## config.mk

```make
export PLATFORM = sky130hd
export DESIGN_NAME = crt_core
export DESIGN_NICKNAME = d
export VERILOG_FILES = /design/src/hdl/crt_core.v /design/src/hdl/crt_width.v /design/src/hdl/crt_stack.v
export VERILOG_INCLUDE_DIRS = /design/src /design/src/hdl
export SDC_FILE = /design/constraint.sdc
export NUM_CORES = 2
export LEC_CHECK = 0
export BUFFER_PORTS_ARGS = -buffer_cell sky130_fd_sc_hd__buf_2
export CORE_AREA = 2 2 564 566
export DETAILED_ROUTE_END_ITERATION = 12
export DIE_AREA = 0 0 566 568
export SLEW_MARGIN = 20
export SYNTH_ARGS = -nofsm -noshare
export SYNTH_HDL_FRONTEND = slang
export SYNTH_SLANG_ARGS = --single-unit
```

## constraint.sdc

```tcl
create_clock -name pclk -period 4.5 [get_ports pclk]
set_input_delay 0.45 -clock pclk [delete_from_list [all_inputs] [get_ports pclk]]
set_output_delay 0.45 -clock pclk [all_outputs]
set_load 0.01 [all_outputs]
```

## src/hdl/crt_map.vh

```
`ifndef CRT_MAP_VH
`define CRT_MAP_VH
// What this block does
// RULE1: Index 0h-7h read or written in one cycle
// RULE2: Index 8h-0Fh: one-cycle read, prefixed two-cycle write
// RULE3: Peripheral index 10h-1Fh always needs prefix
// RULE4: System module 16 slots, peripheral module 32
// RULE5: 8-to-16 move: high byte from prefix latch
// RULE6: 16-to-8 move keeps only source low byte
// RULE7: Equal-width moves copy all bits unchanged
// RULE8: Prefix latch clears after the following instruction
// RULE9: Undefined destination stores nothing, source effects stay
// RULE10: Undefined read, byte module: prefix high, 00h low
// RULE11: Undefined read, word-only module returns 0000h
// RULE12: Any reset starts fetch at 8000h
// RULE13: Working SRAM untouched by reset
// RULE14: 16-bit 32-entry return stack for calls, pushes
// RULE15: Pop-and-clear pops and clears in-service flag
// RULE16: Reset loads stack pointer with 1Fh
// RULE17: Push-type operations increment pointer, then write
// RULE18: Pop-type operations read entry, then decrement
// RULE19: Stack reachable only through stack operations; moves from or to system index 2h also pop or push it
// RULE20: Pointer write redirects fetch next cycle
// RULE21: Pointer advances one word per fetch
// RULE22: Segment never program and data at once
// RULE23: Prefix supplies index bits and immediate high byte
// RULE24: Stack pointer wraps modulo 32
`define CRT_ADDR_INSTR   8'h00
`define CRT_ADDR_STKOP   8'h04
`define CRT_ADDR_STAT    8'h08
`define CRT_ADDR_IPTR    8'h0C
`define CRT_ADDR_DPTR    8'h10
`define CRT_ADDR_XFER    8'h14
`define CRT_ADDR_PEEK    8'h18
`define CRT_IPTR_RST     16'h8000
`define CRT_STK_RST      5'h1F
`define CRT_MOD_PER      4'h0
`define CRT_MOD_SYS      4'h8
`define CRT_MOD_ACC      4'h9
`define CRT_IDX_IPTR     4'h0
`define CRT_IDX_STKPTR   4'h1
`define CRT_IDX_STK      4'h2
`define CRT_IDX_PREFIX   4'h3
`define CRT_IDX_SERVICE  4'h4
`define CRT_IDX_DPTR     4'h5
`define CRT_IDX_DMEM     4'h6
`define CRT_IDX_HOLE     4'h7
`define CRT_UNDEF_LOW    8'h00
`define CRT_UNDEF_WORD   16'h0000
`define CRT_OP_CALL      3'h1
`define CRT_OP_RET       3'h2
`define CRT_OP_RET_INT   3'h3
`define CRT_OP_PUSH      3'h4
`define CRT_OP_POP       3'h5
`define CRT_OP_POP_CLR   3'h6
`define CRT_OP_INT       3'h7
`define CRT_ST_SERVICE   8
`define CRT_ST_CONFLICT  9
`define CRT_SRAM_SEG     5'h14
`define CRT_DMEM_WORDS   16
`endif

```

## src/hdl/crt_core.v

```verilog
`timescale 1ns/10ps
`include "crt_map.vh"
module crt_core (
  input  wire        pclk,
  input  wire        presetn,
  input  wire        psel,
  input  wire        penable,
  input  wire        pwrite,
  input  wire [7:0]  paddr,
  input  wire [31:0] pwdata,
  output reg  [31:0] prdata,
  output wire        pready,
  output wire        pslverr,
  output wire [15:0] fetch_addr,
  output wire        interrupt_in_service_flag
);

  reg  [15:0] instruction_pointer_reg;
  reg  [15:0] instruction_pointer_next;
  reg  [7:0]  transfer_prefix_latch_reg;
  reg  [7:0]  transfer_prefix_latch_next;
  reg         service_reg;
  reg         service_next;
  reg  [15:0] data_pointer_reg;
  reg  [15:0] data_pointer_next;
  reg         conflict_reg;
  reg         conflict_next;
  reg  [15:0] last_word_reg;
  reg  [15:0] pop_data_reg;
  reg  [15:0] pop_data_next;
  reg  [15:0] xfer_val_reg;
  reg         xfer_stored_reg;
  reg  [5:0]  peek_sel_reg;
  reg  [15:0] dmem [0:`CRT_DMEM_WORDS-1];
  reg  [15:0] src_val;
  reg         src_wide;
  reg  [1:0]  src_kind;
  reg         stk_push;
  reg         stk_pop;
  reg  [15:0] stk_wdata;
  reg         dm_we;
  reg         special_wr;
  reg  [31:0] rd_mux;
  wire [15:0] slot_q [0:63];
  wire [15:0] xfer_val;
  wire [15:0] stk_top;
  wire [4:0]  stk_ptr;
  wire        wr_en;
  wire        exec_instr;
  wire        exec_stk;
  wire        stat_clr;
  wire        mapped;
  wire [15:0] iw;
  wire [3:0]  dst_mod;
  wire [4:0]  dst_idx;
  wire [3:0]  src_mod;
  wire [4:0]  src_idx;
  wire [1:0]  dst_kind;
  wire        dst_sys;
  wire        src_sys;
  wire        src_is_stk;
  wire        src_is_dmem;
  wire        dst_is_dmem;
  wire        data_blocked;
  wire [15:0] dmem_rd;
  wire        slot_we;
  wire [5:0]  slot_wsel;
  wire [63:0] slot_hit;
  wire [2:0]  op;
  wire [15:0] operand;
  wire [15:0] ip_inc;

  // Slot class: {defined, sixteen bits wide}
  function [1:0] slot_kind;
    input [3:0] m;
    input [4:0] i;
    begin
      case (m)
        `CRT_MOD_PER:
          slot_kind = {1'b1, ~i[4]};
        `CRT_MOD_SYS:
          if (i[4] || (i[3:0] == `CRT_IDX_HOLE))
            slot_kind = 2'b00;
          else if ((i[3:0] == `CRT_IDX_STKPTR) || (i[3:0] == `CRT_IDX_PREFIX)
                   || (i[3:0] == `CRT_IDX_SERVICE))
            slot_kind = 2'b10;
          else
            slot_kind = 2'b11;
        `CRT_MOD_ACC:
          slot_kind = {~i[4] & ~i[3], 1'b1};
        default:
          slot_kind = 2'b00;
      endcase
    end
  endfunction

  // Flat storage index of a slot
  function [5:0] slot_flat;
    input [3:0] m;
    input [4:0] i;
    begin
      if (m == `CRT_MOD_PER)
        slot_flat = {1'b0, i};
      else if (m == `CRT_MOD_SYS)
        slot_flat = {2'b10, i[3:0]};
      else
        slot_flat = {2'b11, i[3:0]};
    end
  endfunction

  // Instruction fields; prefix carries upper index bits
  assign iw          = pwdata[15:0];
  assign dst_mod     = iw[11:8];
  assign dst_idx     = {transfer_prefix_latch_reg[6:5], iw[14:12]};    // RULE23 RULE2
  assign src_mod     = iw[3:0];
  assign src_idx     = {transfer_prefix_latch_reg[4], iw[7:4]};        // RULE23 RULE1 RULE3
  assign dst_kind    = slot_kind(dst_mod, dst_idx);
  assign dst_sys     = (dst_mod == `CRT_MOD_SYS) && dst_kind[1];
  assign src_sys     = iw[15] && (src_mod == `CRT_MOD_SYS) && !src_idx[4];
  assign src_is_stk  = src_sys && (src_idx[3:0] == `CRT_IDX_STK);
  assign src_is_dmem = src_sys && (src_idx[3:0] == `CRT_IDX_DMEM);
  assign dst_is_dmem = dst_sys && (dst_idx[3:0] == `CRT_IDX_DMEM);
  assign op          = pwdata[2:0];
  assign operand     = pwdata[31:16];
  assign ip_inc      = instruction_pointer_reg + 16'h0001;

  // APB decode, zero wait states
  assign wr_en      = psel && penable && pwrite;
  assign exec_instr = wr_en && (paddr == `CRT_ADDR_INSTR);
  assign exec_stk   = wr_en && (paddr == `CRT_ADDR_STKOP);
  assign stat_clr   = wr_en && (paddr == `CRT_ADDR_STAT) && pwdata[`CRT_ST_CONFLICT];
  assign mapped     = (paddr == `CRT_ADDR_INSTR) || (paddr == `CRT_ADDR_STKOP)
                   || (paddr == `CRT_ADDR_STAT) || (paddr == `CRT_ADDR_IPTR)
                   || (paddr == `CRT_ADDR_DPTR) || (paddr == `CRT_ADDR_XFER)
                   || (paddr == `CRT_ADDR_PEEK);
  assign pready     = 1'b1;
  assign pslverr    = psel && penable && !mapped;

  // Working SRAM blocked while code runs from it
  assign data_blocked = (instruction_pointer_reg[15:11] == `CRT_SRAM_SEG); // RULE22
  assign dmem_rd      = data_blocked ? `CRT_UNDEF_WORD
                                     : dmem[data_pointer_reg[3:0]];     // RULE22

  // Storage slots, one per entry
  assign slot_we   = exec_instr && dst_kind[1] && ((dst_mod != `CRT_MOD_SYS)
                                                   || dst_idx[3]);      // RULE9 RULE4
  assign slot_wsel = slot_flat(dst_mod, dst_idx);
  assign slot_hit  = {63'h0, slot_we} << slot_wsel;

  genvar g;
  generate
    for (g = 0; g < 64; g = g + 1)
    begin : g_slot
      reg [15:0] q_reg;
      always @(posedge pclk or negedge presetn)
      begin
        if (!presetn)
          q_reg <= 16'h0000;
        else if (slot_hit[g])
          q_reg <= xfer_val;                                           // RULE1 RULE2 RULE3
      end
      assign slot_q[g] = q_reg;
    end
  endgenerate

  // Source value and width
  always @*
  begin
    src_kind = slot_kind(src_mod, src_idx);
    src_wide = 1'b0;
    src_val  = 16'h0000;
    if (!iw[15])
      src_val = {8'h00, iw[7:0]};                                      // RULE23
    else if (!src_kind[1])
    begin
      src_wide = 1'b1;
      if ((src_mod == `CRT_MOD_PER) || (src_mod == `CRT_MOD_SYS))
        src_val = {transfer_prefix_latch_reg, `CRT_UNDEF_LOW};         // RULE10
      else
        src_val = `CRT_UNDEF_WORD;                                     // RULE11
    end
    else
    begin
      src_wide = src_kind[0];
      if (src_mod == `CRT_MOD_SYS)
      begin
        case (src_idx[3:0])
          `CRT_IDX_IPTR:    src_val = instruction_pointer_reg;
          `CRT_IDX_STKPTR:  src_val = {11'h000, stk_ptr};
          `CRT_IDX_STK:     src_val = stk_top;                          // RULE14
          `CRT_IDX_PREFIX:  src_val = {8'h00, transfer_prefix_latch_reg};
          `CRT_IDX_SERVICE: src_val = {15'h0000, service_reg};
          `CRT_IDX_DPTR:    src_val = data_pointer_reg;
          `CRT_IDX_DMEM:    src_val = dmem_rd;
          default:          src_val = slot_q[slot_flat(src_mod, src_idx)];
        endcase
      end
      else
        src_val = slot_q[slot_flat(src_mod, src_idx)];
    end
  end

  crt_width u_width (
    .src_val  (src_val),
    .src_wide (src_wide),
    .dst_wide (dst_kind[0]),
    .prefix   (transfer_prefix_latch_reg),
    .dst_val  (xfer_val)
  );

  crt_stack u_stack (
    .pclk          (pclk),
    .presetn       (presetn),
    .push          (stk_push),
    .pop           (stk_pop),
    .wdata         (stk_wdata),
    .rdata         (stk_top),
    .stack_pointer (stk_ptr)
  );

  // Next state of the core
  always @*
  begin
    instruction_pointer_next   = instruction_pointer_reg;
    transfer_prefix_latch_next = transfer_prefix_latch_reg;
    service_next               = service_reg;
    data_pointer_next          = data_pointer_reg;
    conflict_next              = conflict_reg && !stat_clr;
    pop_data_next              = pop_data_reg;
    stk_push                   = 1'b0;
    stk_pop                    = 1'b0;
    stk_wdata                  = 16'h0000;
    dm_we                      = 1'b0;
    special_wr                 = 1'b0;
    if (exec_instr)
    begin
      instruction_pointer_next   = ip_inc;                             // RULE21
      transfer_prefix_latch_next = 8'h00;                              // RULE8
      if (src_is_stk)
        stk_pop = 1'b1;                                                // RULE18
      if (src_is_dmem)
        data_pointer_next = data_pointer_reg - 16'h0001;               // RULE9
      if ((src_is_dmem || dst_is_dmem) && data_blocked)
        conflict_next = 1'b1;                                          // RULE22
      if (dst_sys)
      begin
        special_wr = !dst_idx[3];
        case (dst_idx[3:0])
          `CRT_IDX_IPTR:    instruction_pointer_next = xfer_val;       // RULE20
          `CRT_IDX_PREFIX:  transfer_prefix_latch_next = xfer_val[7:0]; // RULE23
          `CRT_IDX_SERVICE: service_next = xfer_val[0];
          `CRT_IDX_DPTR:    data_pointer_next = xfer_val;
          `CRT_IDX_DMEM:
          begin
            dm_we      = !data_blocked;                                // RULE22
            special_wr = 1'b0;
          end
          `CRT_IDX_STK:
          begin
            stk_push  = 1'b1;                                          // RULE17
            stk_wdata = xfer_val;
          end
          default:          special_wr = 1'b0;
        endcase
      end
    end
    if (exec_stk)
    begin
      transfer_prefix_latch_next = 8'h00;                              // RULE8
      case (op)
        `CRT_OP_CALL:
        begin
          stk_push                 = 1'b1;                             // RULE14 RULE17
          stk_wdata                = ip_inc;
          instruction_pointer_next = operand;
        end
        `CRT_OP_INT:
        begin
          stk_push                 = 1'b1;                             // RULE14 RULE17
          stk_wdata                = instruction_pointer_reg;
          instruction_pointer_next = operand;
          service_next             = 1'b1;
        end
        `CRT_OP_RET, `CRT_OP_RET_INT:
        begin
          stk_pop                  = 1'b1;                             // RULE14 RULE18
          instruction_pointer_next = stk_top;
        end
        `CRT_OP_PUSH:
        begin
          stk_push                 = 1'b1;                             // RULE17
          stk_wdata                = operand;
          instruction_pointer_next = ip_inc;
        end
        `CRT_OP_POP, `CRT_OP_POP_CLR:
        begin
          stk_pop                  = 1'b1;                             // RULE18
          pop_data_next            = stk_top;
          instruction_pointer_next = ip_inc;
          if (op == `CRT_OP_POP_CLR)
            service_next = 1'b0;                                       // RULE15
        end
        default:
          instruction_pointer_next = instruction_pointer_reg;
      endcase
    end
  end

  // Control registers
  always @(posedge pclk or negedge presetn)
  begin
    if (!presetn)
    begin
      instruction_pointer_reg   <= `CRT_IPTR_RST;                      // RULE12
      transfer_prefix_latch_reg <= 8'h00;
      service_reg               <= 1'b0;
      data_pointer_reg          <= 16'h0000;
      conflict_reg              <= 1'b0;
      pop_data_reg              <= 16'h0000;
      last_word_reg             <= 16'h0000;
      xfer_val_reg              <= 16'h0000;
      xfer_stored_reg           <= 1'b0;
      peek_sel_reg              <= 6'h00;
    end
    else
    begin
      instruction_pointer_reg   <= instruction_pointer_next;
      transfer_prefix_latch_reg <= transfer_prefix_latch_next;
      service_reg               <= service_next;
      data_pointer_reg          <= data_pointer_next;
      conflict_reg              <= conflict_next;
      pop_data_reg              <= pop_data_next;
      if (exec_instr)
      begin
        last_word_reg   <= iw;
        xfer_val_reg    <= xfer_val;
        xfer_stored_reg <= slot_we || special_wr || dm_we;             // RULE9
      end
      if (wr_en && (paddr == `CRT_ADDR_PEEK))
        peek_sel_reg <= pwdata[5:0];
    end
  end

  // Working SRAM keeps contents through reset
  always @(posedge pclk)
  begin
    if (dm_we)
      dmem[data_pointer_reg[3:0]] <= xfer_val;                         // RULE13
  end

  // Read data, captured in the setup phase
  always @*
  begin
    case (paddr)
      `CRT_ADDR_INSTR: rd_mux = {16'h0000, last_word_reg};
      `CRT_ADDR_STKOP: rd_mux = {16'h0000, pop_data_reg};
      `CRT_ADDR_STAT:  rd_mux = {8'h00, transfer_prefix_latch_reg, 6'h00,
                                 conflict_reg, service_reg, 3'h0, stk_ptr};
      `CRT_ADDR_IPTR:  rd_mux = {16'h0000, instruction_pointer_reg};
      `CRT_ADDR_DPTR:  rd_mux = {16'h0000, data_pointer_reg};
      `CRT_ADDR_XFER:  rd_mux = {15'h0000, xfer_stored_reg, xfer_val_reg};
      `CRT_ADDR_PEEK:  rd_mux = {10'h000, peek_sel_reg, slot_q[peek_sel_reg]}; // RULE19
      default:         rd_mux = 32'h0000_0000;
    endcase
  end

  always @(posedge pclk or negedge presetn)
  begin
    if (!presetn)
      prdata <= 32'h0000_0000;
    else if (psel && !penable && !pwrite)
      prdata <= rd_mux;
  end

  assign fetch_addr                = instruction_pointer_reg;          // RULE21
  assign interrupt_in_service_flag = service_reg;

endmodule // crt_core

```

## src/hdl/crt_width.v

```verilog
`timescale 1ns/10ps
module crt_width (
  input  wire [15:0] src_val,
  input  wire        src_wide,
  input  wire        dst_wide,
  input  wire [7:0]  prefix,
  output wire [15:0] dst_val
);

  // Width conversion of one register move
  assign dst_val = dst_wide ? (src_wide ? src_val                      // RULE7
                                        : {prefix, src_val[7:0]})      // RULE5
                            : {8'h00, src_val[7:0]};                   // RULE6

endmodule // crt_width

```

## src/hdl/crt_stack.v

```verilog
`timescale 1ns/10ps
`include "crt_map.vh"
module crt_stack (
  input  wire        pclk,
  input  wire        presetn,
  input  wire        push,
  input  wire        pop,
  input  wire [15:0] wdata,
  output wire [15:0] rdata,
  output wire [4:0]  stack_pointer
);

  reg  [4:0]  stack_pointer_reg;
  reg  [15:0] entry [0:31];
  wire [4:0]  up_idx;

  assign up_idx        = stack_pointer_reg + 5'h01;                     // RULE24
  assign rdata         = entry[stack_pointer_reg];                     // RULE18
  assign stack_pointer = stack_pointer_reg;

  // Pointer only; entries have no reset
  always @(posedge pclk or negedge presetn)
  begin
    if (!presetn)
      stack_pointer_reg <= `CRT_STK_RST;                               // RULE16
    else if (push)
      stack_pointer_reg <= up_idx;                                     // RULE17
    else if (pop)
      stack_pointer_reg <= stack_pointer_reg - 5'h01;                  // RULE18 RULE24
  end

  always @(posedge pclk)
  begin
    if (push)
      entry[up_idx] <= wdata;                                          // RULE17 RULE14
  end

endmodule // crt_stack

```

[Yosys cells after proc, flatten, opt, wreduce, memory -nomap -nowiden]
Memory sizes are Yosys's and may differ from the RTL's.
Cells that the tools add are included.
Operators by class
  divide/modulo/power cells: 0
  eq/ne operators: 34
  reduce and logical (&&, ||, !) cells: 61
  mux-type cells: 83
  $add $sub $neg: 4
  multiply operators: 0
  shifts and indexed selects: 1
  magnitude comparators: 3
  bitwise logic cells: 9
Operators by type and width (number)
  2-to-1 mux 16 bit: 24
  binary-select mux 16 bit (select 6 bit): 3
  case mux 24 bit (7 select lines): 1
  case mux 16 bit (7 select lines): 1
  case mux 16 bit (3 select lines): 2
  << shifter 1 x 6 -> 64 bit: 1
  2-to-1 mux 6 bit: 10
  equality test 4 x 3 -> 1 bit (second input constant): 8
  2-to-1 mux 8 bit: 4
  2-to-1 mux 1 bit: 30
  equality test 8 x 5 -> 1 bit (second input constant): 3
  >= comparator 7 bit (second input constant): 3
  inverter 6 -> 7 bit: 3
  logical AND 1 bit: 20
  logical OR 1 bit: 17
  adder 16 x 1 -> 16 bit (second input constant): 1
  equality test 4 x 2 -> 1 bit (second input constant): 4
  equality test 4 bit (second input constant): 4
  equality test 8 x 4 -> 1 bit (second input constant): 2
  logical NOT 4 bit: 4
  subtractor 16 x 1 -> 16 bit (second input constant): 1
  2-to-1 mux 5 bit: 3
  equality test 3 bit (second input constant): 4
  case mux 2 bit (3 select lines): 2
  other kinds (22): 40
Word-level totals
  register bits after elaboration: 1158
  memories: 2
  logic and storage cells: 273
  input bits: 45
  bits in latches: 0
  output and inout port bits: 51
  bits in writable memories: 768
  memory bits (read-only): 0
Memory list
  u_stack.entry: words 32, bits a word 16, rd ports 1, clocked after memory_dff 0, wr ports 1, line crt_stack.v:14  | reg [15:0] entry [0:31];
  dmem: words 16, bits a word 16, rd ports 1, clocked after memory_dff 0, wr ports 1, line crt_core.v:34  | reg [15:0] dmem [0:`CRT_DMEM_WORDS-1];

[Longest topological paths before layout]
  depth in word-level cells: 24
  depth in mapped cells: 14
  gate-level depth less buffers: 9

[By module]
Synthesis repeated with hierarchy kept, for this count alone.
Unflattened totals
  cell total of the unflattened synthesis: 6033
  area total of the unflattened synthesis: 91270.0 sq um
By module, submodules not included
  crt_core: times used 1, area an instance 70508.9 sq um, seq. area each 36341.1 sq um, cells an instance 4848
  crt_stack: times used 1, area an instance 20559.7 sq um, seq. area each 15506.1 sq um, cells an instance 1160
  crt_width: times used 1, area an instance 201.4 sq um, seq. area each 0.0 sq um, cells an instance 25

[Worst setup path before layout]
No wires, ideal clock.
  kind: register to register
  start: reg u_stack.stack_pointer_reg[1] (netlist: u_stack.stack_pointer[1])
  end: mem u_stack.entry[0][7] (data pin)
  data required time: 4120 ps
  stages on the path, launching flop included: 12
  arrival: 3679 ps
  buffers on the path: 5
  setup time: 380 ps
  slack: 441 ps
  period minus slack after synthesis: 4059 ps
  cell sequence: dfstp_2 buf_4 buf_4 buf_4 buf_4 mux4_2 o22ai_1 nor4_1 a221oi_1 o41a_1 clkbuf_1 o22ai_1
Between the ends
  cells in the longest elaborated chain, start to end: 12
RTL lines
  start: declaration: line crt_stack.v:13  | reg [4:0] stack_pointer_reg;
  start signal: assignment: line crt_stack.v:25  | stack_pointer_reg <= `CRT_STK_RST;
  start signal: assignment: line crt_stack.v:27  | stack_pointer_reg <= up_idx;
  start signal: assignment: line crt_stack.v:29  | stack_pointer_reg <= stack_pointer_reg - 5'h01;
  memory (32 x 16 bit) (*)
  case mux 16 bit (7 select lines) (*): line crt_core.v:187  | case (src_idx[3:0])
  2-to-1 mux 16 bit (*): line crt_core.v:185  | if (src_mod == `CRT_MOD_SYS)
  2-to-1 mux 16 bit (*): line crt_core.v:174  | else if (!src_kind[1])
  2-to-1 mux 16 bit (*): line crt_core.v:172  | if (!iw[15])
  2-to-1 mux 16 bit: line crt_width.v:11  | assign dst_val = dst_wide ? (src_wide ? src_val
  2-to-1 mux 16 bit (*): line crt_width.v:11
  2-to-1 mux 16 bit (*): line crt_core.v:248  | case (dst_idx[3:0])
  2-to-1 mux 16 bit (*): line crt_core.v:245  | if (dst_sys)
  2-to-1 mux 16 bit (*): line crt_core.v:235  | if (exec_instr)
  case mux 16 bit (3 select lines): line crt_core.v:270  | case (op)
  2-to-1 mux 16 bit (*): line crt_core.v:267  | if (exec_stk)
  net stk_wdata[7]: line crt_core.v:40  | reg [15:0] stk_wdata;
  end: declaration: line crt_stack.v:14
Mark *: on every way through the listed nets, which the timed path passes. The rest lies on a longest branch.

[Worst setup path after layout]
  start: reg data_pointer_reg[0]
  end: mem dmem[8][7] (data pin)
Between the ends
  cells in the longest elaborated chain, start to end: 8
RTL lines
  start: declaration: line crt_core.v:24  | reg [15:0] data_pointer_reg;
  start signal: assignment: line crt_core.v:330  | data_pointer_reg <= data_pointer_next;
  memory (16 x 16 bit) (*)
  2-to-1 mux 16 bit (*): line crt_core.v:141  | assign dmem_rd = data_blocked ? `CRT_UNDEF_WORD
  case mux 16 bit (7 select lines) (*): line crt_core.v:187
  2-to-1 mux 16 bit (*): line crt_core.v:185
  2-to-1 mux 16 bit (*): line crt_core.v:174
  2-to-1 mux 16 bit (*): line crt_core.v:172
  net src_val[7]: line crt_core.v:35  | reg [15:0] src_val;
  2-to-1 mux 16 bit: line crt_width.v:11
  2-to-1 mux 16 bit (*): line crt_width.v:11
  end: declaration: line crt_core.v:34
Marked as above.

==> results.toml <==
[synth]
synthCells = 6587
ys.flop_type = "dfrtp_1"
yosys.area.top_type = "dfrtp_1"
synth_edf_count = 768
synth_warnings = 0
synth-seq-area-share = 0.589
synth.top_cell.area_share = 0.325
synth.most_common_cell = "dfrtp_1"
synth_area_leaders = "dfrtp_1 (33%), edfxtp_1 (26%), mux4_2 (18%), o21ai_0 (4.1%), nand2_1 (4.1%)"
netlist_area_um2 = 88000
synth_commonest_cells = "dfrtp_1 (1144), nand2_1 (959), edfxtp_1 (768)"
async_reset_ff_frac = 0.600
ys_types = 84
syn_avg_cell_area_um2 = 13.4
synth_seq_cells = 1918

[setup_path]
crit_path_max_incr_delay_ns = 0.87
path_cells = "buf_4, mux4_2, a22oi_1, nand3_1, a221oi_1, o41a_2, inv_1, buf_4"
crit_family = "compound AO/OA/AOI/OAI gates"
path_class = "reg -> reg"
cp.required_ns = 5.13
critPathCaptureType = "flop"
crit_path_max_fanout = 20
critPathSlowestCell = "a221oi_1"
path_buf_inv = 3
worstSetupStartpointType = "flop"
cpMostUsedCell = "buf_4"
arrival_ns = 5.04

[cts]
clkLatencyLatePin_ns = 0.90
cts_root_buffer = "clkbuf_16"
h-tree-depth = 4
cts_tree = "yes"
cts_sinks = 1918
clk_pin_slew_ns = 0.06
cts_buffer_depth = 4
cts_setup_buffers = 0
cts_made_buffers = 202

[timing]
whs_ns = 0.0503
worstMarginPinSlew_ns = 1.20
finalMaxSlewViolations = 0
relSlewSlack = 0.197
finalCritPeriodShare = 0.978
finalCriticalPeriod_ns = 4.40
rsz0062_at_grt = "false"
fmax_ghz = 0.227
setup_viol_count_final = 0
finClkSkew_ns = 0.108
finalHoldViolations = 0
tns_ns = 0

[power]
p_clk_frac = 0.459
vdd_drop_max_v = 0.000396
switchingPower_mw = 8.32
p_seq_frac = 0.498
p_leak_nw = 39.7
fin_total_pwr_mw = 36.6
power_frac_comb = 0.043
swShare = 0.227
p_int_mw = 28.3
powerDensity_nw_per_um2 = 358

[run_status]
status = "finished clean"

[grt]
grt_use_total = 0.188
grt_overflow_total = 0
antenna_found_initial = 36
grt_pass1_wl_um = 442000
grt_pass1_vias = 59342
grt_max_degree = 114

[drt]
drcViolationCount = 0
drtIter0Drc = 7588
wirelength_um = 308000
vias = 59655
drt_first_pass_iters = 6
vias_per_cell = 5.43
antenna_left = 0
wl_per_cell_um = 28.1

[floorplan]
die_w_um = 566
dieArea_um2 = 321000
core_area_um2 = 316000
num_rows = 207
ios = 96
initial_core_util = 0.278
die_h_um = 568

[layout]
multi_input_area_um2 = 33300
layoutNonFillerInstCount = 10982
nNetsFinal = 6699
regArea_um2 = 51900
syn2layout_area_growth_pct = 16.4
largest_register_ffs = 1024
drive_gt1_frac = 0.256
fillers = 30794
fin_area_um2 = 102000

[place]
dp_hpwl_um = 211000
dpl-instance-area_um2 = 95700
place_congestion = 1.00
placed_cells = 10609
port_buffers = 86

[hold_path]
hp-class = "in -> reg"

[job]
drv_cap = 0
==> metrics by stage <==
step                      setup WS [ns]   util
after detailed placement        -0.0711  0.303
after global placement          -0.0971  0.303
after CTS                        0.0541  0.324
after floorplan                   0.441      -
after global routing             0.0938  0.324
final                            0.0974  0.324
==> worst register-to-register path, cell delays in order, from the launching register on <==
cell	delay, ns
dfrtp_2	0.85
buf_4	0.37
mux4_2	0.52
a22oi_1	0.23
nand3_1	0.33
a221oi_1	0.87
o41a_2	0.47
inv_1	0.24
buf_4	0.26
==> cell type report <==
cell class | instances | area share
sequential | 1918 | 0.507
multi-input combinational | 3877 | 0.325
clock buffer | 265 | 0.0537
timing repair buffer | 610 | 0.0525
tap | 4180 | 0.0511
clock inverter | 91 | 0.0101
inverter | 33 | 0.00121
antenna | 8 | 0.000195
==> placed cells by master (no fill, tap or decap), types with 21 or more instances in the layout <==
cell       count
a22oi_1      116
edfxtp_1     768
o22ai_1       37
nor2_2        47
buf_4        441
a21oi_1      100
nand2_1      959
clkinv_1      22
mux2i_1      186
a31oi_1       28
mux2_2        37
clkbuf_16    203
and3_1        21
buf_12        75
nand4_1       25
nor2_1       187
clkbuf_1      43
nor2b_1       27
nand3_1      130
inv_1         27
and2_1       142
mux4_2       690
o21ai_0      727
nor3_1        33
o21ai_1       37
dfrtp_1     1135
clkinv_2      30
a221oi_1      44
buf_2         82
==> kinds of logic (layout without fill, tap and decap cells) <==
| kind of cell | after synthesis | after routing | synth area share |
|---|---|---|---|
| other | 2 | 17 | 0.0000854 |
| AND/OR/NAND/NOR | 1666 | 1666 | 0.0833 |
| flip-flops | 1918 | 1918 | 0.589 |
| AO/OA/AOI/OAI | 1255 | 1255 | 0.0839 |
| adder cells (fa/ha/maj) | 12 | 12 | 0.00171 |
| buffers and inverters | 799 | 999 | 0.0371 |
| XOR/XNOR | 22 | 22 | 0.00219 |
| multiplexers | 913 | 913 | 0.203 |
==> per-layer routing <==
metal	share of wire	track usage
met3	0.10	0.0439
met4	0.059	0.0939
met2	0.45	0.290
met1	0.39	0.248
met5	0.00050	0
==> final timing paths <==
check | to | depth (start not counted) | from | slack [ns]
hold reg to reg | g_slot[34].q_reg[12] | 0 | g_slot[34].q_reg[12] | 0.37
max in group asynchronous | peek_sel_reg[2] | 4 | presetn | 2.79
hold / removal | fetch_addr[15] | 4 | pwdata[31] | 0.05
setup reg to reg | dmem[8][7] | 8 | data_pointer_reg[0] | 0.1
min in group asynchronous | g_slot[43].q_reg[8] | 2 | presetn | 0.24
setup / recovery | dmem[8][7] | 8 | data_pointer_reg[0] | 0.1
==> power groups by stage <==
stage	Sequential (mW)	Combinational, mW	Clock, mW
after global routing	18.2	1.67	17.8
after global placement	18.6	1.54	0
after CTS	18.2	1.57	17.1
after floorplan	18.5	0.674	0
after detailed placement	18.6	1.56	0
final	18.2	1.59	16.8
==> timing repair <==
item	in CTS	in global routing
hold buffers	8	0
pin swaps	0	0
endpoints found under the setup margin	32	32
resized for setup	1	1
endpoints found under the hold margin	85	0
Power figures use the tool's default switching activity.
